File: config.mk
export PLATFORM = sky130hd
export DESIGN_NAME = wss_supervisor
export DESIGN_NICKNAME = d
export VERILOG_FILES = /design/src/verilog/wss_pkg.sv /design/src/verilog/wss_sync.sv /design/src/verilog/wss_clkmon.sv /design/src/verilog/wss_supervisor.sv
export SDC_FILE = /design/constraint.sdc
export NUM_CORES = 1
export LEC_CHECK = 0
export ABC_AREA = 1
export ABC_CLOCK_PERIOD_IN_PS = 2100
export BUFFER_PORTS_ARGS = -buffer_cell sky130_fd_sc_hd__buf_2
export CAP_MARGIN = 20
export CORE_MARGIN = 4
export CORE_UTILIZATION = 45
export DETAILED_ROUTE_END_ITERATION = 8
export PLACE_DENSITY = 0.82
export SKIP_LAST_GASP = 1
export SYNTH_ARGS = -nofsm -noshare
export SYNTH_HDL_FRONTEND = slang
export SYNTH_SLANG_ARGS = --single-unit
File: constraint.sdc
create_clock -name core_clk -period 2.1 [get_ports core_clk]
set_input_delay 0.21 -clock core_clk [delete_from_list [all_inputs] [get_ports core_clk]]
set_output_delay 0.21 -clock core_clk [all_outputs]
set_load 0.01 [all_outputs]
File: src/verilog/wss_pkg.sv
// wss_pkg: constants for the windowed service supervisor
// assumes a 50 MHz core clock and an idle-tick strobe from the timer
package wss_pkg;
  // register map (word offsets as byte addresses)
  localparam logic [3:0] ADDR_SERVICE = 4'h0;
  localparam logic [3:0] ADDR_STATUS  = 4'h4;
  localparam logic [3:0] ADDR_CONTROL = 4'h8;

  // service register fields
  localparam int WIN_HI = 7;
  localparam int WIN_LO = 6;
  localparam int KEY_HI = 5;
  localparam int KEY_LO = 1;
  localparam int CMON_BIT = 0;
  localparam logic [4:0] KEY_VALUE = 5'h0C;
  localparam logic [1:0] WIN_RESET = 2'h3;
  localparam logic       CMON_RESET = 1'b1;

  // status register fields
  localparam int ST_FAULT  = 0;
  localparam int ST_CMON   = 1;
  localparam int ST_CONFIG = 2;
  localparam int ST_BOOT   = 3;

  // control register fields
  localparam int CT_OPT_DIS = 0;
  localparam int CT_BOOT    = 1;

  // window timing in idle ticks
  localparam logic [16:0] LOWER_TICKS = 17'h00800;
  localparam logic [16:0] UPPER_8K    = 17'h02000;

  // fault hold after pin falls: 16 to 32 cycles, we use 24
  localparam logic [5:0] FAULT_HOLD = 6'h18;

  // clock monitor: core cycles per instruction cycle at the 5 kHz limit
  localparam int CMON_MIN_HZ   = 5000;
  localparam int CLK_HZ        = 50000000;
  localparam int CMON_TIMEOUT  = CLK_HZ / CMON_MIN_HZ;
endpackage : wss_pkg

File: src/verilog/wss_sync.sv
// wss_sync: two-stage synchroniser for pin-side levels
// assumes the input is asynchronous to core_clk
`timescale 1ns/100ps
module wss_sync (
  // clock
  input  wire logic core_clk,
  input  wire logic rst,
  input  wire logic clk_en,
  // level
  input  wire logic async_in,
  output logic      sync_out
);
  logic meta_r;
  logic meta_nxt;
  logic out_nxt;

  always_comb begin
    meta_nxt = async_in;
    out_nxt  = meta_r;
  end

  always_ff @(posedge core_clk) begin
    if (rst) begin
      meta_r   <= 1'b1;
      sync_out <= 1'b1;
    end else if (clk_en) begin
      meta_r   <= meta_nxt;
      sync_out <= out_nxt;
    end
  end
endmodule : wss_sync

File: src/verilog/wss_clkmon.sv
// wss_clkmon: flags an instruction clock slower than the minimum rate
// assumes tc_tick is a synchronised one-cycle strobe per instruction cycle
`timescale 1ns/100ps
module wss_clkmon #(
  parameter int TIMEOUT = wss_pkg::CMON_TIMEOUT
) (
  // clock
  input  wire logic core_clk,
  input  wire logic rst,
  input  wire logic clk_en,
  // monitor
  input  wire logic enable,
  input  wire logic tc_tick,
  output logic      clk_err
);
  logic [17:0] cnt_r;
  logic [17:0] cnt_nxt;
  logic        err_nxt;

  always_comb begin
    cnt_nxt = cnt_r;
    err_nxt = clk_err;
    if (!enable || tc_tick) begin
      cnt_nxt = '0;
      err_nxt = 1'b0;
    end else if (cnt_r >= 18'(TIMEOUT)) begin
      err_nxt = 1'b1;
    end else begin
      cnt_nxt = cnt_r + 18'h00001;
    end
  end

  always_ff @(posedge core_clk) begin
    if (rst) begin
      cnt_r   <= '0;
      clk_err <= 1'b0;
    end else if (clk_en) begin
      cnt_r   <= cnt_nxt;
      clk_err <= err_nxt;
    end
  end
endmodule : wss_clkmon

File: src/verilog/wss_supervisor.sv
// wss_supervisor: windowed service supervisor with clock-rate monitor
// assumes an Avalon-MM master on core_clk and pin levels from outside
`timescale 1ns/100ps
module wss_supervisor #(
  parameter int CMON_TIMEOUT = wss_pkg::CMON_TIMEOUT
) (
  // clock and reset
  input  wire logic        core_clk,
  input  wire logic        rst,
  input  wire logic        clk_en,
  // avalon-mm slave
  input  wire logic [3:0]  avs_address,
  input  wire logic        avs_read,
  input  wire logic        avs_write,
  input  wire logic [31:0] avs_writedata,
  output logic [31:0]      avs_readdata,
  output logic             avs_waitrequest,
  // timing sources
  input  wire logic        idle_tick,
  input  wire logic        tc_tick_pin,
  // fault pin, active low open drain
  input  wire logic        fault_output_pin_in,
  output logic             fault_output_pin_out,
  output logic             fault_output_pin_oe
);
  typedef enum logic [3:0] {
    WSS_OFF   = 4'h1,
    WSS_RUN   = 4'h2,
    WSS_DRIVE = 4'h4,
    WSS_WAIT  = 4'h8
  } wss_state_e;

  // upper bound in idle ticks from the window select
  function automatic logic [16:0] upper_of(input logic [1:0] win);
    upper_of = wss_pkg::UPPER_8K << win;
  endfunction : upper_of

  // field decode of a service byte
  function automatic logic [1:0] win_of(input logic [7:0] d);
    win_of = d[wss_pkg::WIN_HI:wss_pkg::WIN_LO];
  endfunction : win_of

  function automatic logic [4:0] key_of(input logic [7:0] d);
    key_of = d[wss_pkg::KEY_HI:wss_pkg::KEY_LO];
  endfunction : key_of

  function automatic logic cmon_of(input logic [7:0] d);
    cmon_of = d[wss_pkg::CMON_BIT];
  endfunction : cmon_of

  wss_state_e  state_r, state_nxt;
  logic [1:0]  win_r, win_nxt;
  logic        cmon_en_r, cmon_en_nxt;
  logic        cfg_done_r, cfg_done_nxt;
  logic        opt_dis_r, opt_dis_nxt;
  logic        boot_r, boot_nxt;
  logic [16:0] tick_cnt_r, tick_cnt_nxt;
  logic [5:0]  hold_r, hold_nxt;
  logic        ack_r, ack_nxt;
  logic [31:0] rdata_nxt;
  logic        pin_s;
  logic        tc_s, tc_d_r;
  logic        clk_err;
  logic        req;
  logic        svc_wr;
  logic        key_ok;
  logic        full_ok;
  logic [7:0]  wd;
  logic        tc_d_nxt;
  logic        ctl_wr;
  logic        boot_edge;
  logic        early;
  logic        upper_exp;
  logic        cfg_take;
  logic        svc_take;
  logic        fault_set;
  logic        back_to_run;

  wss_sync u_pin_sync (
    .core_clk (core_clk),
    .rst      (rst),
    .clk_en   (clk_en),
    .async_in (fault_output_pin_in),
    .sync_out (pin_s)
  );

  wss_sync u_tc_sync (
    .core_clk (core_clk),
    .rst      (rst),
    .clk_en   (clk_en),
    .async_in (tc_tick_pin),
    .sync_out (tc_s)
  );

  wss_clkmon #(
    .TIMEOUT (CMON_TIMEOUT)
  ) u_clkmon (
    .core_clk (core_clk),
    .rst      (rst),
    .clk_en   (clk_en),
    .enable   (cmon_en_r && !opt_dis_r),
    .tc_tick  (tc_s && !tc_d_r),
    .clk_err  (clk_err)
  );

  // one wait state per access, answer in the second cycle
  assign req             = avs_read || avs_write;
  assign avs_waitrequest = req && !ack_r;
  assign wd              = avs_writedata[7:0];
  assign svc_wr = avs_write && ack_r &&
                  avs_address == wss_pkg::ADDR_SERVICE;
  assign key_ok    = key_of(wd) == wss_pkg::KEY_VALUE;
  assign full_ok   = key_ok && win_of(wd) == win_r &&
                     cmon_of(wd) == cmon_en_r;
  assign ctl_wr    = avs_write && ack_r &&
                     avs_address == wss_pkg::ADDR_CONTROL;
  assign boot_edge = ctl_wr &&
                     avs_writedata[wss_pkg::CT_BOOT] != boot_r;
  assign early     = !boot_r && tick_cnt_r < wss_pkg::LOWER_TICKS;
  assign upper_exp = tick_cnt_r >= upper_of(win_r);

  // service decision, only while running; writes during a fault drop
  always_comb begin
    cfg_take    = 1'b0;
    svc_take    = 1'b0;
    fault_set   = 1'b0;
    back_to_run = 1'b0;
    if (state_r == WSS_RUN && !opt_dis_r) begin
      if (clk_err) begin
        fault_set = 1'b1;
      end else if (svc_wr && !cfg_done_r) begin
        if (key_ok) begin
          cfg_take = 1'b1;
        end else begin
          fault_set = 1'b1;
        end
      end else if (svc_wr) begin
        if (!full_ok || early) begin
          fault_set = 1'b1;
        end else begin
          svc_take = 1'b1;
        end
      end else if (upper_exp) begin
        fault_set = 1'b1;
      end
    end
    if (state_r == WSS_WAIT && hold_r == 6'h00 && !clk_err && pin_s) begin
      back_to_run = 1'b1;
    end
  end

  // bus group: one wait state, read data registered
  always_comb begin
    ack_nxt   = req && !ack_r;
    rdata_nxt = avs_readdata;
    if (avs_read && !ack_r) begin
      case (avs_address)
        wss_pkg::ADDR_SERVICE:
          rdata_nxt = {24'h000000, win_r, 5'h00, cmon_en_r};
        wss_pkg::ADDR_STATUS:
          rdata_nxt = {28'h0000000, boot_r, cfg_done_r, clk_err,
                       state_r == WSS_DRIVE || state_r == WSS_WAIT};
        wss_pkg::ADDR_CONTROL:
          rdata_nxt = {30'h00000000, boot_r, opt_dis_r};
        default:
          rdata_nxt = 32'h00000000;
      endcase
    end
  end

  always_ff @(posedge core_clk) begin
    if (rst) begin
      ack_r        <= 1'b0;
      avs_readdata <= '0;
    end else if (clk_en) begin
      ack_r        <= ack_nxt;
      avs_readdata <= rdata_nxt;
    end
  end

  // configuration group: option, boot mode, one-time setup
  always_comb begin
    win_nxt      = win_r;
    cmon_en_nxt  = cmon_en_r;
    cfg_done_nxt = cfg_done_r;
    opt_dis_nxt  = opt_dis_r;
    boot_nxt     = boot_r;
    if (ctl_wr) begin
      opt_dis_nxt = avs_writedata[wss_pkg::CT_OPT_DIS];
      boot_nxt    = avs_writedata[wss_pkg::CT_BOOT];
    end
    if (cfg_take) begin
      win_nxt      = win_of(wd);
      cmon_en_nxt  = cmon_of(wd);
      cfg_done_nxt = 1'b1;
    end
  end

  always_ff @(posedge core_clk) begin
    if (rst) begin
      win_r      <= wss_pkg::WIN_RESET;
      cmon_en_r  <= wss_pkg::CMON_RESET;
      cfg_done_r <= 1'b0;
      opt_dis_r  <= 1'b0;
      boot_r     <= 1'b0;
    end else if (clk_en) begin
      win_r      <= win_nxt;
      cmon_en_r  <= cmon_en_nxt;
      cfg_done_r <= cfg_done_nxt;
      opt_dis_r  <= opt_dis_nxt;
      boot_r     <= boot_nxt;
    end
  end

  // window counter in idle ticks, saturating; restarts win over ticks
  always_comb begin
    tick_cnt_nxt = tick_cnt_r;
    if (idle_tick && tick_cnt_r != 17'h1FFFF) begin
      tick_cnt_nxt = tick_cnt_r + 17'h00001;
    end
    if (boot_edge) begin
      tick_cnt_nxt = '0;
    end
    if (state_r == WSS_OFF || cfg_take || svc_take || back_to_run) begin
      tick_cnt_nxt = '0;
    end
  end

  always_ff @(posedge core_clk) begin
    if (rst) begin
      tick_cnt_r <= '0;
    end else if (clk_en) begin
      tick_cnt_r <= tick_cnt_nxt;
    end
  end

  // rising edge of the synchronised instruction clock
  always_comb begin
    tc_d_nxt = tc_s;
  end

  always_ff @(posedge core_clk) begin
    if (rst) begin
      tc_d_r <= 1'b1; // same as synchroniser reset: no false edge
    end else if (clk_en) begin
      tc_d_r <= tc_d_nxt;
    end
  end

  // fault state machine and pin hold counter
  always_comb begin
    state_nxt = state_r;
    hold_nxt  = hold_r;
    case (state_r)
      WSS_OFF: begin
        if (!opt_dis_r) state_nxt = WSS_RUN;
      end
      WSS_RUN: begin
        if (opt_dis_r) begin
          state_nxt = WSS_OFF;
        end else if (fault_set) begin
          state_nxt = WSS_DRIVE;
        end
      end
      WSS_DRIVE: begin
        hold_nxt = wss_pkg::FAULT_HOLD;
        if (!pin_s) state_nxt = WSS_WAIT;
      end
      WSS_WAIT: begin
        if (clk_err) begin
          hold_nxt = wss_pkg::FAULT_HOLD;
        end else if (hold_r != 6'h00) begin
          hold_nxt = hold_r - 6'h01;
        end else if (back_to_run) begin
          state_nxt = WSS_RUN; // window restarts once the pin is high
        end
      end
      default: state_nxt = WSS_OFF;
    endcase
  end

  always_ff @(posedge core_clk) begin
    if (rst) begin
      state_r <= WSS_OFF;
      hold_r  <= '0;
    end else if (clk_en) begin
      state_r <= state_nxt;
      hold_r  <= hold_nxt;
    end
  end

  // open drain: the pin is only ever pulled low
  assign fault_output_pin_out = 1'b0;
  assign fault_output_pin_oe  = state_r == WSS_DRIVE ||
                                (state_r == WSS_WAIT && hold_r != 6'h00);
endmodule : wss_supervisor

==> results of run 1 <==
critical path: stages (launching register included):
cell       delay, ns
dfxtp_2         0.36
ha_4            0.15
nand2_4         0.06
nor2_4          0.10
nand2_2         0.07
nor2_2          0.09
nand3_2         0.10
nor3_4          0.15
ha_2            0.19
nor2_1          0.05
nor2_2          0.12
nand3_4         0.18
clkbuf_16       0.22
nand3_1         0.07
nand2_1         0.05
nor2_1          0.08
worst min path at each step:
stage / start / cells past startpoint / end / slack (ns)
after floorplan: fault_output_pin_in / 2 / u_pin_sync.meta_r / 0.33
after global placement: u_clkmon.cnt_r[14] / 2 / u_clkmon.cnt_r[14] / 0.43
after detailed placement: u_clkmon.cnt_r[15] / 2 / u_clkmon.cnt_r[15] / 0.44
after CTS: tc_tick_pin / 3 / u_tc_sync.meta_r / 0.09
after global routing: tc_tick_pin / 3 / u_tc_sync.meta_r / 0.10
final: tc_tick_pin / 3 / u_tc_sync.meta_r / 0.1
through the flow:
stage	setup TNS, ns	setup WS [ns]	utilization (%)	cell area, µm²	hold WS, ns
floorplan	0	0.03150	-	4227	0.3321
global placement	-0.2751	-0.03616	49.96	4399	0.4331
detailed placement	-1.556	-0.1149	49.96	4399	0.4415
CTS	0	0.02551	52.80	4649	0.08603
global route	-2.317	-0.1878	53.86	4743	0.1046
finish	-0.005896	-0.005896	53.86	4743	0.09993
sequential cells by signal, indices dropped and copies added, names as in the netlist:
register,count
boot_r,1
tc_d_r,1
avs_readdata,6
cfg_done_r,1
win_r,2
u_clkmon.clk_err,1
opt_dis_r,1
u_pin_sync.sync_out,1
ack_r,1
tick_cnt_r,17
u_clkmon.cnt_r,18
u_tc_sync.sync_out,1
state_r,4
cmon_en_r,1
u_pin_sync.meta_r,1
u_tc_sync.meta_r,1
hold_r,6
report_power, final:
| part | leakage [nW] | internal [W] | switching (W) |
|---|---|---|---|
| combinational | 1.50 | 0.000181 | 0.000330 |
| sequential | 0.522 | 0.00126 | 0.0000358 |
| clock | 0.117 | 0.000706 | 0.000502 |
| total | 2.13 | 0.00215 | 0.000869 |
per-layer routing:
layer | routed length [µm] | global-route usage, %
met2 | 4830 | 30.47
met4 | 228 | 7.123
met3 | 618 | 4.602
met1 | 4350 | 22.90
met5 | 0 | 0
layout make-up:
class | instances | area (µm²)
fill | 805 | 4063
clock buffer | 10 | 137.6
tap | 108 | 135.1
sequential | 64 | 1286
multi-input combinational | 472 | 2444
clock inverter | 6 | 91.34
timing repair buffer | 53 | 360.3
inverter | 77 | 289.0
logic make-up (layout without fill, tap and decap cells):
group / Yosys count / after routing
AOI/OAI and AO/OA: 65 / 65
xor gates and xnor gates: 11 / 11
adders and majority gates: 11 / 11
buffers and inverters: 118 / 146
DFF: 64 / 64
other: 1 / 27
and+or+nand+nor: 357 / 358
layout by cell type (no fill, tap or decap), drive strengths merged, types with 11 or more instances in the layout:
cell type	Yosys	routed
nand3	77	77
clkbuf	7	11
conb	1	27
nand2	144	145
nor3	16	16
nor2	103	103
ha	11	11
a21oi	33	33
dfxtp	64	64
buf	34	52
inv	77	78
o21ai	18	18
timing repair:
| item | 4_1_cts | 5_1_grt |
|---|---|---|
| pin swaps | 0 | 1 |
| cloned | 0 | 2 |
| buffers inserted | 0 | 1 |
| endpoints found under the setup margin | 17 | 17 |
| resized for setup | 5 | 15 |
==> flow_summary.ini, run 1 <==
[placed_design]
gp_congestion = 0.8972
dp_hpwl_um = 7276
io_buffer_count = 27
place_inst = 771

[setup_path]
crit_type = register to register
start_kind = register
crit_path_end = tick_cnt_r[6]
critPathCaptureType = register
reg2reg_to = tick_cnt_r[6]
timing.rr.start = tick_cnt_r[0]
cp-startpoint = tick_cnt_r[0]
arrival_ns = 2.39
r2r_cells = 15
cp_max_fo = 8
critPathRequiredTime_ns = 2.39
reg2reg_slack_ns = -0.006

[sta]
finalMaxSlewViolations = 0
setup_viol = 1
hold_viol_final = 0
fmax_ghz = 0.4749
rsz0062_at_grt = yes
period_minus_slack_ns = 2.106
fin_ws_ns = -0.005896
period_share_pct = 100.3
slew_headroom_pct = 64.89
finalClockSkew_ns = 0.007858
worstMarginPinSlew_ns = 0.5227

[power_and_ir_drop]
powerDensity_nw_per_um2 = 635.6
p_total_w = 0.003015
peakVddDrop_mv = 0.4031
p_leak_nw = 2.135

[floorplanning]
die_area_um2 = 10720
num_rows = 34
die-width_um = 103.5
die_y_um = 103.5
coreArea_um2 = 8806
initial_core_util_pct = 46.65
ios = 79

[cts]
cts_tree = yes
clk_pin_slew_ns = 0.08
cts_made_buffers = 9
hold_buffers = 0
ctsRootBufferMaster = clkbuf_8
clock_latency_ns = 0.35
clock_path_buffers = 2
cts.sinks = 64
h-tree-depth = 3

[worst_hold_path]
min_path_type = primary input to register

[detailed_routing]
routed_wl_um = 10030
drt-initial-drc-count = 179
drc = 0
vias = 4053
wl_per_cell_um = 12.69
post_drt_via_cell_ratio = 5.130
ant_nets = 0
firstDrtPassIters = 5

[synth]
synth-seq-area-share_pct = 31.19
synth_common_cells = nand2_1, nor2_1, inv_1, nand3_1, dfxtp_1
synth_edf_count = 0
synth-xor-area-share_pct = 2.345
synth_compound_area_share_pct = 8.742
synthCells = 627
yosysMostFrequentCell = nand2_1
synthSimpleGateAreaFrac_pct = 40.48
synth_top_family_by_area = simple AND/OR/NAND/NOR gates
ys.flop_type = dfxtp_1
yosys_register_bits = 64
synth_top_area_share_pct = 31.19
syn_area_um2 = 4108
avgSynthCellArea_um2 = 6.551
synth_top_cell_by_area = dfxtp_1
synth_mux_area_share_pct = 0
synthArstFlopShare_pct = 0
synth_fa_ha_area_share_pct = 3.351
yosys-top-cells-area = dfxtp_1, nand2_1, nand3_1
yosys_warnings = 0
synthDistinctLibCells = 41

[grt]
grt_pass1_wl_um = 16680
antenna_found_initial = 0
grt_usage_pct = 18.34
overflow = 0
first_global_vias = 3745
grt_max_degree = 30

[flow_run]
maxCapViolations = 0

[outcome]
status = finished, violations left
violations = negative setup slack

[finish]
syn_to_final_growth_pct = 15.47
instances_no_fill = 790
finalNetCount = 732
drive_gt1_share_pct = 17.01
antenna_cells = 0
Power figures use the tool's default switching activity.
==> run 2: changes to the inputs <==
==> constraint.sdc (replaced) <==
create_clock -name core_clk -period 2.1 [get_ports core_clk]
set_input_delay 0.63 -clock core_clk [delete_from_list [all_inputs] [get_ports core_clk]]
set_output_delay 0.63 -clock core_clk [all_outputs]
set_load 0.01 [all_outputs]
==> run 2 against run 1 <==
Maximum frequency fell by 1.2%. Wire length rose by 5.8%. Worst setup slack got worse by 0.026 ns. Final cell count rose by 1.6%. Largest power group unchanged. Sequential power barely moved. The flow still finishes with violations (negative setup slack). Sequential cell count did not move. Clock power barely moved. Total power rose by 2.7%. Via count rose by 2.0%. Design area rose by 5.4%.
==> flow_summary.ini, run 2 (synthesized netlist as in run 1, its figures left out) <==
[finish]
layout_common_cells = nand2_1, nor2_1, inv_1, nand3_1, dfxtp_1
antenna_cells = 0
n_fill_cell = 773
final_common_cell = nand2_1
drive_gt1_share_pct = 24.03
top_register = u_clkmon.cnt_r
largestRegisters = u_clkmon.cnt_r (18), tick_cnt_r (17)
finalNetCount = 745
fin_util_pct = 56.75
largest_register_ffs = 18
syn_to_final_growth_pct = 21.66

[setup_path]
cp_top_family = simple AND/OR/NAND/NOR gates
start_kind = register
critPathRequiredTime_ns = 2.38
crit_buf_inv = 0
arrival_ns = 2.41
cp_common_cell = nor2_4
cp_max_fo = 7
path_cells = ha_4 -> nand2_4 -> nor2_4 -> nand2_2 -> nor2_2 -> nand3_1 -> nor3_2 -> ha_2 -> nor2_4 -> nor2_4 -> nand3_4 -> nand2_4 -> nand2_1 -> a21oi_2
cpMaxStageDelayCell = dfxtp_2
max_stage_delay_ns = 0.36
crit_type = register to register
critPathCaptureType = register

[detailed_routing]
ant_nets = 0
drc = 0
routed_wl_um = 10610
firstDrtPassIters = 5
drt-initial-drc-count = 205
post_drt_via_cell_ratio = 5.151
wl_per_cell_um = 13.21
vias = 4136

[outcome]
violations = negative setup slack
status = finished, violations left

[power_and_ir_drop]
pwr-share-comb_pct = 19.4
peakVddDrop_mv = 0.3521
swShare_pct = 30.41
powerDensity_nw_per_um2 = 619.8
p_int_w = 0.002156
p_clk_share_pct = 38.6
switching_power_w = 0.0009419
p_seq_share_pct = 41.9
p_leak_nw = 2.207

[grt]
grt_use_met2_pct = 30.98
first_global_vias = 3900
antenna_found_initial = 0
grtUsageMet1_pct = 23.49
grt_usage_pct = 18.64
grt_max_degree = 30
grt_pass1_wl_um = 17080
grt.busiest_layer = met2
use_met3_pct = 4.664
overflow = 0

[cts]
clk_pin_slew_ns = 0.07
h-tree-depth = 3
clock_latency_ns = 0.35
cts_tree = yes
cts.sinks = 64
cts_made_buffers = 9
ctsRootBufferMaster = clkbuf_8
clock_path_buffers = 2
hold_buffers = 0

[sta]
fmax_ghz = 0.4691
period_minus_slack_ns = 2.132
final.setup.tns_ns = -0.1753
finalMaxSlewViolations = 0
period_share_pct = 101.5
fin_ws_ns = -0.03177
rsz0062_at_grt = yes
setup_viol = 14
finalClockSkew_ns = 0.007650
hold_viol_final = 0

[floorplanning]
die_y_um = 103.5
num_rows = 34
die-width_um = 103.5
coreArea_um2 = 8806
ios = 79
initial_core_util_pct = 46.65
die_area_um2 = 10720

[placed_design]
gp_congestion = 0.9166
dp_hpwl_um = 7316
dp_slack_ns = -0.1140
io_buffer_count = 27

[flow_run]
maxCapViolations = 0

[worst_hold_path]
min_path_type = register to register
==> run 2: power groups by stage <==
stage               combinational (W)  sequential (W)  clock [W]
floorplan                    0.000370         0.00132          0
detailed placement           0.000506         0.00132          0
global route                 0.000659         0.00130    0.00128
global placement             0.000489         0.00132          0
finish                       0.000602         0.00130    0.00120
CTS                          0.000521         0.00129    0.00121
==> run 2: what timing repair did <==
action / CTS / global route
setup buffers: 0 / 3
endpoints found under the setup margin: 18 / 19
gates resized for setup: 9 / 60
cloned: 1 / 1
pin swaps: 3 / 21
==> run 2: routing by layer <==
layer,vias to the layer above,part of all wire [%]
li1,2080,-
met1,1883,43
met2,149,49
met3,24,6.2
met4,0,1.9
met5,-,0
==> run 2: worst min-delay path: stages, from the launching register on <==
cell,delay [ns]
dfxtp_1,0.30
inv_1,0.06
nor3_1,0.05
==> run 2: final timing paths <==
kind	to	startpoint	cells after the start	slack, ns
min reg2reg	u_clkmon.cnt_r[14]	u_clkmon.cnt_r[14]	2	0.46
min	u_clkmon.cnt_r[14]	u_clkmon.cnt_r[14]	2	0.46
max	tick_cnt_r[7]	tick_cnt_r[0]	14	-0.03
max reg2reg	tick_cnt_r[7]	tick_cnt_r[0]	14	-0.03
==> run 2: through the flow <==
step	instance area, µm²	power [W]	hold WS [ns]	cells
2_1_floorplan	4227	0.001693	0.4234	653
3_3_place_gp	4494	0.001806	0.4354	782
3_5_place_dp	4494	0.001826	0.4445	782
4_1_cts	4748	0.003029	0.4554	799
5_1_grt	4997	0.003239	0.4797	803
6_report	4997	0.003097	0.4560	803
==> run 2: area by class of cell <==
type / instances / area [µm²] / area share (%)
clock buffer: 9 / 123.9 / 2.479
clock inverter: 7 / 96.34 / 1.928
inverter: 77 / 294.0 / 5.884
multi-input combinational: 472 / 2601 / 52.05
sequential: 64 / 1289 / 25.79
tap: 108 / 135.1 / 2.704
timing repair buffer: 66 / 457.9 / 9.164
==> run 3: changes to the inputs <==
--- a/config.mk
+++ b/config.mk
@@ -10,9 +10,10 @@
 export BUFFER_PORTS_ARGS = -buffer_cell sky130_fd_sc_hd__buf_2
 export CAP_MARGIN = 20
 export CORE_MARGIN = 4
-export CORE_UTILIZATION = 45
+export CORE_UTILIZATION = 52
+export CTS_BUF_LIST = sky130_fd_sc_hd__clkbuf_2 sky130_fd_sc_hd__clkbuf_4 sky130_fd_sc_hd__clkbuf_8
 export DETAILED_ROUTE_END_ITERATION = 8
-export PLACE_DENSITY = 0.82
+export PLACE_DENSITY = 0.91
 export SKIP_LAST_GASP = 1
 export SYNTH_ARGS = -nofsm -noshare
 export SYNTH_HDL_FRONTEND = slang
==> run 3 against run 2 <==
The flow still finishes with violations (negative setup slack). Sequential cell count stayed put. Die area shrank 12%. Wire length grew 2.0%. First-iteration DRC count grew 75%. Total power shrank 1.6%. Design area fell by 1.7%. Largest cell class unchanged.
==> flow_summary.ini, run 3 (synthesized netlist as in run 1, its figures left out) <==
[detailed_routing]
firstDrtPassIters = 5
post_drt_via_cell_ratio = 5.392
wl_per_cell_um = 13.59
drc = 0
drt-initial-drc-count = 358
ant_nets = 0
vias = 4292
routed_wl_um = 10820

[cts]
cts.sinks = 64
cts_tree = yes
clock_latency_ns = 0.36
clk_pin_slew_ns = 0.08
hold_buffers = 0
h-tree-depth = 3
cts_made_buffers = 9
ctsRootBufferMaster = clkbuf_8
clock_path_buffers = 2

[finish]
syn_to_final_growth_pct = 19.56
largestRegisters = u_clkmon.cnt_r (18), tick_cnt_r (17)
layout_common_cells = nand2_1, nor2_1, inv_1, dfxtp_1, nand3_1
final_common_cell = nand2_1
largest_register_ffs = 18
drive_gt1_share_pct = 21.04
top_register = u_clkmon.cnt_r
finalNetCount = 744
instances_no_fill = 796
antenna_cells = 0

[sta]
fin_ws_ns = -0.03083
final.setup.tns_ns = -0.03899
finalClockSkew_ns = 0.01094
rsz0062_at_grt = yes
holdWs_ns = 0.4501
finalMaxSlewViolations = 0
setup_viol = 2
period_minus_slack_ns = 2.131
period_share_pct = 101.5
hold_viol_final = 0
fmax_ghz = 0.4693

[outcome]
status = finished, violations left
violations = negative setup slack

[floorplanning]
ios = 79
coreArea_um2 = 7687
initial_core_util_pct = 53.43
die_area_um2 = 9386
die_y_um = 96.88
die-width_um = 96.88
num_rows = 32

[grt]
antenna_found_initial = 0
overflow = 0
grt_pass1_wl_um = 17260
first_global_vias = 4014
grt_usage_pct = 21.68
grt_max_degree = 30

[placed_design]
io_buffer_count = 27
place_inst = 775
gp_congestion = 0.9235
dp_hpwl_um = 7261

[setup_path]
critPathCaptureType = primary output
arrival_ns = 1.50
r2r_cells = 15
crit_type = register to primary output
cp_max_fo = 5
start_kind = register
critPathRequiredTime_ns = 1.47

[worst_hold_path]
min_path_type = register to register
whs_path_depth = 2

[power_and_ir_drop]
powerDensity_nw_per_um2 = 620.6
p_leak_nw = 2.183
peakVddDrop_mv = 0.5275
p_total_w = 0.003048

[flow_run]
maxCapViolations = 0
[run 3: worst max-delay path: stages, from the launching register on]
cell	delay, ns
dfxtp_1	0.39
inv_1	0.11
nor2_2	0.13
nand2_4	0.09
inv_1	0.12
nand2_1	0.10
nand2_1	0.07
buf_2	0.13
[run 3: layer usage]
metal / track usage (%) / wire length, µm / vias to the layer above
li1: - / - / 2084
met1: 25.09 / 4253 / 1973
met2: 37.69 / 5445 / 191
met3: 5.047 / 763 / 44
met4: 10.04 / 357 / 0
met5: 0 / 0 / -
[run 3: what timing repair did]
| item | in CTS | in global routing |
|---|---|---|
| setup buffers | 0 | 3 |
| resized for setup | 6 | 33 |
| gates cloned | 0 | 2 |
| pin swaps | 1 | 7 |
| endpoints found under the setup margin | 18 | 18 |
[run 3: stage by stage]
stage | setup WS (ns) | util, % | area (µm²)
after floorplan | 0.03150 | - | 4227
after global placement | -0.04584 | 58.27 | 4479
after detailed placement | -0.07454 | 58.27 | 4479
after CTS | -0.02464 | 61.39 | 4720
after global routing | -0.1071 | 63.88 | 4911
final | -0.03083 | 63.88 | 4911
[run 3: area by class of cell]
type | instances | area [µm²]
clock buffer | 12 | 165.2
clock inverter | 4 | 51.30
fill | 651 | 2776
inverter | 77 | 289.0
multi-input combinational | 472 | 2531
sequential | 64 | 1285
tap | 102 | 127.6
timing repair buffer | 65 | 461.7
[run 3: report_power, final]
group | switching, W | internal (W) | leakage [nW] | total [W]
Sequential | 0.0000381 | 0.00126 | 0.522 | 0.00130
Combinational | 0.000363 | 0.000223 | 1.55 | 0.000587
Clock | 0.000519 | 0.000646 | 0.109 | 0.00116
[run 3: path summary, 6_finish.rpt]
path,from,end,slack [ns]
worst max-delay path,state_r[3],fault_output_pin_oe,-0.03
worst min-delay path,u_clkmon.cnt_r[14],u_clkmon.cnt_r[14],0.45
worst max register to register,tick_cnt_r[0],tick_cnt_r[0],-0.01
worst min register to register,u_clkmon.cnt_r[14],u_clkmon.cnt_r[14],0.45
